File: config.mk
export PLATFORM = sky130hd
export DESIGN_NAME = ucrm_regs
export DESIGN_NICKNAME = d
export VERILOG_FILES = /design/src/ucrm_pkg.sv /design/src/ucrm_regs.sv
export SDC_FILE = /design/constraint.sdc
export NUM_CORES = 1
export LEC_CHECK = 0
export BUFFER_PORTS_ARGS = -buffer_cell sky130_fd_sc_hd__buf_4
export CELL_PAD_IN_SITES_DETAIL_PLACEMENT = 1
export CELL_PAD_IN_SITES_GLOBAL_PLACEMENT = 1
export CORE_ASPECT_RATIO = 2
export CORE_UTILIZATION = 38
export CTS_CLUSTER_SIZE = 30
export DETAILED_ROUTE_END_ITERATION = 10
export PLACE_DENSITY = 0.87
export SETUP_SLACK_MARGIN = 0.3
export SLEW_MARGIN = 20
export SYNTH_ARGS = -nofsm -noshare
export SYNTH_HDL_FRONTEND = slang
export SYNTH_SLANG_ARGS = --single-unit
File: constraint.sdc
create_clock -name clk_sys -period 1.8 [get_ports clk_sys]
set_clock_uncertainty 0.05 [all_clocks]
set_input_delay 0.27 -clock clk_sys [delete_from_list [all_inputs] [get_ports clk_sys]]
set_output_delay 0.27 -clock clk_sys [all_outputs]
set_load 0.01 [all_outputs]
File: src/ucrm_pkg.sv
// Purpose: constants and carriers for one serial channel register map
// Assumes: 32-bit local bus, five-bit channel address, 100 MHz clock
// Notes: width of an access is given by a two-bit size code on the bus
package ucrm_pkg;
  localparam int ucrm_aw = 5;
  localparam logic [4:0] ucrm_off_data = 5'h00;
  localparam logic [4:0] ucrm_off_ier = 5'h01;
  localparam logic [4:0] ucrm_off_fifo = 5'h02;
  localparam logic [4:0] ucrm_off_lcr = 5'h03;
  localparam logic [4:0] ucrm_off_mcr = 5'h04;
  localparam logic [4:0] ucrm_off_line = 5'h05;
  localparam logic [4:0] ucrm_off_mdrop = 5'h06;
  localparam logic [4:0] ucrm_off_scratch = 5'h07;
  localparam logic [4:0] ucrm_off_dll = 5'h08;
  localparam logic [4:0] ucrm_off_dlm = 5'h09;
  localparam logic [4:0] ucrm_off_efr = 5'h0a;
  localparam logic [4:0] ucrm_off_cpr = 5'h0b;
  localparam logic [4:0] ucrm_off_rmode = 5'h0c;
  localparam logic [4:0] ucrm_off_atr = 5'h0d;
  localparam logic [4:0] ucrm_off_fsr = 5'h0e;
  localparam logic [4:0] ucrm_off_resend = 5'h0f;
  localparam logic [4:0] ucrm_off_ttrig = 5'h10;
  localparam logic [4:0] ucrm_off_rtrig = 5'h11;
  localparam logic [4:0] ucrm_off_fup = 5'h12;
  localparam logic [4:0] ucrm_off_flo = 5'h13;
  localparam logic [4:0] ucrm_off_tcnt_lo = 5'h14;
  localparam logic [4:0] ucrm_off_tcnt_hi = 5'h15;
  localparam logic [4:0] ucrm_off_rcnt_lo = 5'h16;
  localparam logic [4:0] ucrm_off_rcnt_hi = 5'h17;
  localparam logic [4:0] ucrm_off_rxwin = 5'h18;
  localparam logic [4:0] ucrm_off_rxwin1 = 5'h19;
  localparam logic [4:0] ucrm_off_rxwin2 = 5'h1a;
  localparam logic [4:0] ucrm_off_rxwin3 = 5'h1b;
  localparam logic [4:0] ucrm_off_txwin = 5'h1c;
  localparam logic [4:0] ucrm_off_txwin1 = 5'h1d;
  // writable masks; zero bits of the resend, rmode, lcr and cpr masks read zero
  localparam logic [7:0] ucrm_mask_resend = 8'h33;
  localparam logic [7:0] ucrm_mask_rmode = 8'h11;
  localparam logic [7:0] ucrm_mask_mdrop = 8'h0b;
  localparam logic [7:0] ucrm_mask_lcr = 8'h7f;
  localparam logic [7:0] ucrm_mask_cpr = 8'h13;
  localparam logic [7:0] ucrm_mask_fcr = 8'h07;
  localparam int ucrm_bit_mde = 0;
  localparam int ucrm_bit_nps = 3;
  localparam logic [7:0] ucrm_rst = 8'h00;
  // access size codes
  localparam logic [1:0] ucrm_sz8 = 2'h0;
  localparam logic [1:0] ucrm_sz16 = 2'h1;
  localparam logic [1:0] ucrm_sz32 = 2'h2;

  typedef struct packed {
    logic [4:0] addr;
    logic [1:0] size;
    logic rd;
    logic wr;
    logic [31:0] wdata;
  } ucrm_req_t;

  typedef struct packed {
    logic [7:0] interrupt_enables;
    logic [7:0] line_format;
    logic [7:0] modem_control;
    logic [7:0] mdrop;
    logic [7:0] scratch;
    logic [7:0] dll;
    logic [7:0] baud_divisor_high;
    logic [7:0] enhanced_features;
    logic [7:0] clock_prescale;
    logic [7:0] rmode;
    logic [7:0] auto_direction_toggle;
    logic [7:0] resend;
    logic [7:0] ttrig;
    logic [7:0] rtrig;
    logic [7:0] fup;
    logic [7:0] flo;
    logic [7:0] resume_char_first;
    logic [7:0] resume_char_second;
    logic [7:0] pause_char_first;
    logic [7:0] pause_char_second;
  } ucrm_cfg_t;

  typedef struct packed {
    logic tx_valid;
    logic [8:0] tx_char;
    logic [1:0] tx_lanes;
    logic [31:0] tx_word;
    logic [7:0] fcr_strobe;
    logic fcr_valid;
    logic [7:0] str_data;
    logic str_valid;
    logic [1:0] rx_pop;
    logic lsr_rd;
    logic msr_rd;
    logic isr_rd;
  } ucrm_evt_t;

  typedef struct packed {
    ucrm_cfg_t cfg;
    ucrm_evt_t evt;
    logic [31:0] rdata;
    logic rvalid;
  } ucrm_state_t;
endpackage

File: src/ucrm_regs.sv
// Purpose: register map and decode for one serial channel
// Assumes: one request per cycle, read data one cycle after the strobe
// Notes: core status is supplied by the serial engine on plain inputs
`timescale 1ns/1ps
module ucrm_regs
  import ucrm_pkg::*;
#(
  parameter int aw = ucrm_aw
)
(
  input wire logic clk_sys,
  input wire logic arst_n,
  input wire ucrm_req_t req,
  input wire logic [7:0] rx_data,
  input wire logic [7:0] rx_data1,
  input wire logic [7:0] rx_data2,
  input wire logic [7:0] rx_data3,
  input wire logic [7:0] rx_stat0,
  input wire logic [7:0] rx_stat1,
  input wire logic [7:0] isr_status,
  input wire logic [7:0] lsr_status,
  input wire logic [7:0] msr_status,
  input wire logic [7:0] fsr_status,
  input wire logic [15:0] tx_count,
  input wire logic [15:0] rx_count,
  output ucrm_cfg_t cfg,
  output ucrm_evt_t evt,
  output logic [31:0] rdata,
  output logic rvalid
);
  // ********************************
  // state
  // ********************************
  ucrm_state_t st;
  ucrm_state_t next_st;
  logic mde;
  logic [aw-1:0] a;

  // decode compares five-bit offsets; another width cannot be served
  if (aw != ucrm_aw) begin : g_aw_check
    $error("address width must be five bits");
  end
  assign mde = st.cfg.mdrop[ucrm_bit_mde];
  assign a = req.addr;
  assign cfg = st.cfg;
  assign evt = st.evt;
  assign rdata = st.rdata;
  assign rvalid = st.rvalid;

  // ********************************
  // write decode
  // ********************************
  always_comb begin
    next_st = st;
    next_st.evt = '0;
    next_st.rvalid = req.rd;
    next_st.rdata = '0;
    if (req.wr) begin
      if (a == ucrm_off_data) begin
        next_st.evt.tx_valid = 1'b1;
        next_st.evt.tx_lanes = ucrm_sz8;
        next_st.evt.tx_char = {1'b0, req.wdata[7:0]};
        if (mde) begin
          // ninth bit marks a data byte
          next_st.evt.tx_char[8] = ~st.cfg.mdrop[ucrm_bit_nps];
        end
      end else if (a == ucrm_off_ier) begin
        next_st.cfg.interrupt_enables = req.wdata[7:0];
      end else if (a == ucrm_off_fifo) begin
        next_st.evt.fcr_valid = 1'b1;
        next_st.evt.fcr_strobe = req.wdata[7:0] & ucrm_mask_fcr;
      end else if (a == ucrm_off_lcr) begin
        next_st.cfg.line_format = req.wdata[7:0] & ucrm_mask_lcr;
      end else if (a == ucrm_off_mcr) begin
        next_st.cfg.modem_control = req.wdata[7:0];
      end else if (a == ucrm_off_line) begin
        next_st.evt.str_valid = 1'b1;
        next_st.evt.str_data = req.wdata[7:0];
      end else if (a == ucrm_off_mdrop) begin
        next_st.cfg.mdrop = req.wdata[7:0] & ucrm_mask_mdrop;
      end else if (a == ucrm_off_scratch) begin
        // same byte store; in 9-bit mode it also sends an address byte
        next_st.cfg.scratch = req.wdata[7:0];
        if (mde) begin
          next_st.evt.tx_valid = 1'b1;
          next_st.evt.tx_lanes = ucrm_sz8;
          next_st.evt.tx_char = {st.cfg.mdrop[ucrm_bit_nps],
                                 req.wdata[7:0]};
        end
      end else if (a == ucrm_off_dll) begin
        next_st.cfg.dll = req.wdata[7:0];
      end else if (a == ucrm_off_dlm) begin
        next_st.cfg.baud_divisor_high = req.wdata[7:0];
      end else if (a == ucrm_off_efr) begin
        next_st.cfg.enhanced_features = req.wdata[7:0];
      end else if (a == ucrm_off_cpr) begin
        next_st.cfg.clock_prescale = req.wdata[7:0] & ucrm_mask_cpr;
      end else if (a == ucrm_off_rmode) begin
        next_st.cfg.rmode = req.wdata[7:0] & ucrm_mask_rmode;
      end else if (a == ucrm_off_atr) begin
        next_st.cfg.auto_direction_toggle = req.wdata[7:0];
      end else if (a == ucrm_off_resend) begin
        next_st.cfg.resend = req.wdata[7:0] & ucrm_mask_resend;
      end else if (a == ucrm_off_ttrig) begin
        next_st.cfg.ttrig = req.wdata[7:0];
      end else if (a == ucrm_off_rtrig) begin
        next_st.cfg.rtrig = req.wdata[7:0];
      end else if (a == ucrm_off_fup) begin
        next_st.cfg.fup = req.wdata[7:0];
      end else if (a == ucrm_off_flo) begin
        next_st.cfg.flo = req.wdata[7:0];
      end else if (a == ucrm_off_tcnt_lo) begin
        next_st.cfg.resume_char_first = req.wdata[7:0];
        if (req.size != ucrm_sz8) begin
          next_st.cfg.resume_char_second = req.wdata[15:8];
        end
      end else if (a == ucrm_off_tcnt_hi) begin
        next_st.cfg.resume_char_second = req.wdata[7:0];
      end else if (a == ucrm_off_rcnt_lo) begin
        next_st.cfg.pause_char_first = req.wdata[7:0];
        if (req.size != ucrm_sz8) begin
          next_st.cfg.pause_char_second = req.wdata[15:8];
        end
      end else if (a == ucrm_off_rcnt_hi) begin
        next_st.cfg.pause_char_second = req.wdata[7:0];
      end else if (a >= ucrm_off_txwin) begin
        // one lane per offset; wider writes only from the window start 1Ch
        next_st.evt.tx_valid = 1'b1;
        next_st.evt.tx_word = req.wdata;
        next_st.evt.tx_lanes = req.size;
        next_st.evt.tx_char = {1'b0, req.wdata[7:0]};
        if (req.size == ucrm_sz16 && a != ucrm_off_txwin) begin
          next_st.evt.tx_valid = 1'b0;
        end
        if (req.size == ucrm_sz32 && a != ucrm_off_txwin) begin
          next_st.evt.tx_valid = 1'b0;
        end
      end
      // 0Eh and 18h-1Bh are read-only: writes dropped
    end

    // ********************************
    // read decode
    // ********************************
    if (req.rd) begin
      if (a == ucrm_off_data) begin
        next_st.rdata[7:0] = rx_data;
        next_st.evt.rx_pop = 2'h1;
      end else if (a == ucrm_off_ier) begin
        next_st.rdata[7:0] = st.cfg.interrupt_enables;
      end else if (a == ucrm_off_fifo) begin
        next_st.rdata[7:0] = isr_status;
        next_st.evt.isr_rd = 1'b1;
      end else if (a == ucrm_off_lcr) begin
        next_st.rdata[7:0] = st.cfg.line_format;
      end else if (a == ucrm_off_mcr) begin
        next_st.rdata[7:0] = st.cfg.modem_control;
      end else if (a == ucrm_off_line) begin
        next_st.rdata[7:0] = lsr_status;
        next_st.evt.lsr_rd = 1'b1;
      end else if (a == ucrm_off_mdrop) begin
        next_st.rdata[7:0] = msr_status;
        next_st.evt.msr_rd = 1'b1;
      end else if (a == ucrm_off_scratch) begin
        next_st.rdata[7:0] = st.cfg.scratch;
      end else if (a == ucrm_off_dll) begin
        next_st.rdata[7:0] = st.cfg.dll;
      end else if (a == ucrm_off_dlm) begin
        next_st.rdata[7:0] = st.cfg.baud_divisor_high;
      end else if (a == ucrm_off_efr) begin
        next_st.rdata[7:0] = st.cfg.enhanced_features;
      end else if (a == ucrm_off_cpr) begin
        next_st.rdata[7:0] = st.cfg.clock_prescale;
      end else if (a == ucrm_off_rmode) begin
        next_st.rdata[7:0] = st.cfg.rmode;
      end else if (a == ucrm_off_atr) begin
        next_st.rdata[7:0] = st.cfg.auto_direction_toggle;
      end else if (a == ucrm_off_fsr) begin
        next_st.rdata[7:0] = fsr_status;
      end else if (a == ucrm_off_resend) begin
        next_st.rdata[7:0] = st.cfg.resend;
      end else if (a == ucrm_off_ttrig) begin
        next_st.rdata[7:0] = st.cfg.ttrig;
      end else if (a == ucrm_off_rtrig) begin
        next_st.rdata[7:0] = st.cfg.rtrig;
      end else if (a == ucrm_off_fup) begin
        next_st.rdata[7:0] = st.cfg.fup;
      end else if (a == ucrm_off_flo) begin
        next_st.rdata[7:0] = st.cfg.flo;
      end else if (a == ucrm_off_tcnt_lo) begin
        next_st.rdata[15:0] = tx_count;
        if (req.size == ucrm_sz8) begin
          next_st.rdata[15:8] = 8'h00;
        end
      end else if (a == ucrm_off_tcnt_hi) begin
        next_st.rdata[7:0] = tx_count[15:8];
      end else if (a == ucrm_off_rcnt_lo) begin
        next_st.rdata[15:0] = rx_count;
        if (req.size == ucrm_sz8) begin
          next_st.rdata[15:8] = 8'h00;
        end
      end else if (a == ucrm_off_rcnt_hi) begin
        next_st.rdata[7:0] = rx_count[15:8];
      end else if (a == ucrm_off_rxwin) begin
        // 16-bit: char + status; 32-bit: char,status,char,status
        next_st.rdata[7:0] = rx_data;
        next_st.evt.rx_pop = 2'h1;
        if (req.size == ucrm_sz16) begin
          next_st.rdata[15:8] = rx_stat0;
        end else if (req.size == ucrm_sz32) begin
          next_st.rdata = {rx_stat1, rx_data1, rx_stat0, rx_data};
          next_st.evt.rx_pop = 2'h2;
        end
      end else if (a == ucrm_off_rxwin1) begin
        next_st.rdata[7:0] = rx_data1;
      end else if (a == ucrm_off_rxwin2) begin
        next_st.rdata[7:0] = rx_data2;
      end else if (a == ucrm_off_rxwin3) begin
        next_st.rdata[7:0] = rx_data3;
      end
      // transmit window reads as zero and pops nothing
    end
  end

  // ********************************
  // registers
  // ********************************
  always_ff @(posedge clk_sys or negedge arst_n) begin
    if (!arst_n) begin
      st <= '0;
    end else begin
      st <= next_st;
    end
  end
endmodule // ucrm_regs
==> Word-level counts from Yosys, hierarchy flattened <==
Index checks and enable logic that the tools add are counted.
W data, S select, Z words.
{ "totals": {"register_bits": 239, "in_bits": 155, "out_inout_bits": 260, "word_cells": 321} }
{ "op_classes": {"n_lt_le_gt_ge": 1, "eq_ne": 32, "muxes": 205, "bitwise": 22, "reduce_logical": 27} }
{ "ops": {"columns": ["op", "n"], "rows": [
  ["$mux W24", 45],
  ["$mux W32", 29],
  ["$mux W44", 21],
  ["$mux W16", 28],
  ["$mux W8", 35],
  ["$mux W62", 2],
  ["$eq A5 B5 Y1 const B", 12],
  ["$mux W50", 1],
  ["$mux W2", 23],
  ["$eq A5 B4 Y1 const B", 8],
  ["$mux W37", 1],
  ["$mux W12", 3],
  ["$mux W9", 4],
  ["$mux W29", 1],
  ["$mux W27", 1],
  ["$reduce_and A24 Y1", 1],
  ["$reduce_and A23 Y1", 1],
  ["$not A1 Y1", 22],
  ["$reduce_and A22 Y1", 1],
  ["$reduce_and A21 Y1", 1],
  ["$eq A5 B3 Y1 const B", 4],
  ["$reduce_and A20 Y1", 1],
  ["$reduce_and A19 Y1", 1],
  ["$reduce_and A18 Y1", 1],
  ["27 further kinds", 40]
]} }

==> Logic depth before layout (Yosys ltp) <==
{ "logic_depth": {"ltp_word": 103, "mapped_depth": 10, "depth_no_buf": 6} }

==> Least setup slack after synthesis <==
No wires, ideal clock.
{ "synth_timing": {"path_type": "input port to flip-flop", "start": "input port req[38] in the netlist's numbering", "end": "register st, in the netlist cfg[47]", "setup_time_ps": 125, "arrival_ps": 1672, "required_time_ps": 1625, "path_slack_ps": -47, "stages": 6, "n_path_buf": 3, "path_cell_list": "buf_4 > buf_6 > or2_2 > buf_4 > nor3_4 > mux2_2"} }
{ "synth_via": {"elab_chain_cells": 3, "elab_cells_between_ends": 36, "classes_between": "eq/ne (17); bitwise (17); reduce/logical (2)"} }
{ "synth_lines": {"columns": ["item", "line", "source"], "rows": [
  ["start, declared", "ucrm_regs.sv:13", "input wire ucrm_req_t req,"],
  ["$eq A5 B5 Y1 (tied with other cells)", "ucrm_regs.sv:106", "end else if (a == ucrm_off_rtrig) begin"],
  ["$not A1 Y1 (no line)", null, null],
  ["$reduce_and A19 Y1 (no line) (*)", null, null],
  ["end signal, assigned", "ucrm_regs.sv:232", "st <= next_st;"],
  ["end, declared", "ucrm_regs.sv:34", "ucrm_state_t st;"]
]} }
Every way passes the cells marked *; elsewhere a longest branch is shown, timed or not.
A chain may end at the register's enable or synchronous reset.

==> reports/qor.yml <==
route.detailed.wl_per_inst_um: 31.3
synth_adder_area_share: 0
synth.lib_cells_used.distinct: 83
path_class: "register to register"
start_kind: "register"
ys_seq_area_frac: 0.504
syn_area_per_cell_um2: 11.1
dpl.cell_count: 1941
hp-class: "input port to register"
finish.cell_count_without_fillers: 2094
placed_cell_area_um2: 16700
post-route-drc-count: 31
dp_slack_ps: -741
most_frequent_cells_in_the_layout: "559 x buf_4, 215 x dfrtp_1, 104 x mux2_2"
synthXorXnorAreaFrac: 0.000754
power_density_nw_per_um2: 846
vias: 12201
number_of_storage_elements_in_the_synthesis_netlist: 234
clockBufferDepth: 3
yosys-mux-area-fraction: 0.152
power.share.sequential: 0.406
tritoncts.num_buffers: 22
synth_top_family_by_area: "multiplexers"
finalInstanceArea_um2: 19400
mostFrequentLayoutCell: "buf_4"
synthArstFlopShare: 1.00
fin_worst_hold_slack_ps: -0.501
final_nets: 1865
cts.clk_slew.worst_paths_ps: 70
pin_count_of_the_biggest_net_entering_global_routing: 50
slew-limit-headroom: 0.402
timing.final.crit_period_ps: 2160
number_of_placed_i_o_pins: 415
timing.critical_path.arrival_ps: 2530
syn2layout_area_growth_pct: 67.3
netSwitchingFraction: 0.321
synth_compound_gate_area_share: 0.137
final_ws_setup_ps: -355
setup_viol_count_final: 4
final_antenna_net_count: 0
layout.core_utilization: 0.646
drive_gt1_frac: 0.568
number_of_enable_flip_flop_cells_after_synthesis: 0
drtPass1Iterations: 9
core.rowCount: 90
rsz0062_at_grt: "yes"
cts_max_level: 1
buffer_ports.inserted: 388
worstSkewPairLatency_ps: 550
root_driver: "clkbuf_16"
first_iter_violations: 791
timing.max_cap.violations: 0
viasPerCell: 5.83
synth_ff_type: "dfrtp_1"
worst-slew-pin-transition_ps: 898
num_clock_sinks: 234
run_status: "finished with violations"
fmax_ghz: 0.464
grt_pass1_wl_um: 93700
net_load_switching_power_mw: 5.29
grt-ovfl-total: 0
mappedNetlistArea_um2: 11600
timing.critical_path.to_type: "register"
via_count_of_the_first_global_routing_pass: 13573
share_of_the_clock_period_used_by_the_worst_path_after_layout: 1.20
violations_in_the_final_reports: "DRC, hold timing, setup timing"
globalplace.congestion: 0.987
crit_required_ps: 2170
final-max-slew-violation-count: 0
ys_warn_count: 0
share_comb_of_total_power: 0.304
place_hpwl_um: 48100
simple_gate_share_of_the_synthesized_area: 0.150
max-vdd-ir-drop_v: 0.000885
final-hold-violation-count: 1
antenna_found_initial: 1
fp.dieArea_um2: 31300
clkPwrFrac: 0.289
gate_count_of_the_mapped_netlist: 1043
initial_core_util: 0.386
timing.critical_path.fanout_max: 2
chipWidth_um: 126
floorplan.die.height_um: 249
static-leakage-power_nw: 9.37
cts_tree: "built"
power.internal_mw: 11.2
total_routed_length_um: 65600
grt_use_total: 0.416
core_area_um2: 30100
==> metrics by stage <==
step / setup TNS (ps) / power, mW
final: -457 / 16.4
after floorplan: 0 / 8.12
after global placement: -48100 / 10.7
after CTS: -213 / 16.1
after detailed placement: -54720 / 10.9
after global routing: -533 / 16.9
==> power groups by stage <==
stage                     Clock [mW]  Sequential (mW)  Combinational, mW
after CTS                       4.77             6.62               4.72
after floorplan                    0             6.74               1.38
after global routing            4.95             6.72               5.19
after detailed placement           0             6.69               4.18
final                           4.76             6.68               5.00
after global placement             0             6.65               4.05
==> final cells by class <==
type                    instances  area, um^2
inverters                       8        30.0
clock inverters                 4        62.6
fillers                      3149       10600
flip-flops and latches        234        5880
multi-input cells             723        6080
clock buffers                  35         639
repair buffers                721        6270
diodes                          1        2.50
well taps                     368         460
==> logic make-up after synthesis <==
family / after synthesis
AND/OR/NAND/NOR: 308
flip-flops: 234
buffers and inverters: 111
AO/OA/AOI/OAI: 231
XOR/XNOR: 1
other: 1
multiplexers: 157
==> state kept, by name (all words and copies together) (netlist names) <==
register / count
evt: 62
cfg: 139
rdata: 32
rvalid: 1
==> cells in the mapped netlist (11+ instances only) <==
master / number / area, um^2
dfrtp_1: 234 / 5860
mux2_2: 128 / 1440
nand2_1: 61 / 229
nor2_1: 60 / 225
a21oi_1: 57 / 285
and2_1: 54 / 338
buf_4: 39 / 293
o21ai_0: 35 / 175
clkbuf_1: 31 / 116
nand3_1: 26 / 130
mux2i_1: 25 / 250
buf_2: 24 / 120
nor2b_1: 20 / 125
o22ai_1: 16 / 100
and3_1: 15 / 93.8
nand2b_1: 15 / 93.8
o211ai_1: 14 / 105
a22oi_1: 13 / 97.6
o21a_1: 11 / 82.6
==> what timing repair did <==
| item | CTS | global route |
|---|---|---|
| hold buffers | 61 | 0 |
| buffers inserted | 28 | 21 |
| setup endpoints to repair | 103 | 97 |
| endpoints found under the hold margin | 266 | 0 |
| gates resized for setup | 168 | 68 |
| pin swaps | 66 | 36 |
| cloned | 2 | 1 |
==> worst max-delay path, stage by stage (launching register included) <==
cell	delay [ps]
dfrtp_2	450
a2111oi_4	290
buf_4	160
o32ai_2	80
a222oi_1	710
or3_1	220
a311oi_1	80
==> per-layer routing <==
| metal | vias up | GRT usage | routed length, um |
|---|---|---|---|
| met1 | 6071 | 0.416 | 20900 |
| met3 | 299 | 0.0505 | 3760 |
| met4 | 0 | 0.348 | 6670 |
| met2 | 753 | 0.759 | 34200 |
| li1 | 5078 | - | - |
| met5 | - | 0 | 0 |
==> worst paths after layout <==
kind,from,end,slack (ps),cells past startpoint
setup / recovery,cfg[48],rdata[0],-360,6
hold / removal,tx_count[15],rdata[15],-0.5,3
setup reg to reg,cfg[48],rdata[0],-360,6
hold reg to reg,cfg[16],cfg[16],450,2
max in group asynchronous,arst_n,evt[44],880,3
min in group asynchronous,arst_n,cfg[46],200,2
No activity file was read; power rests on OpenSTA's default activity.
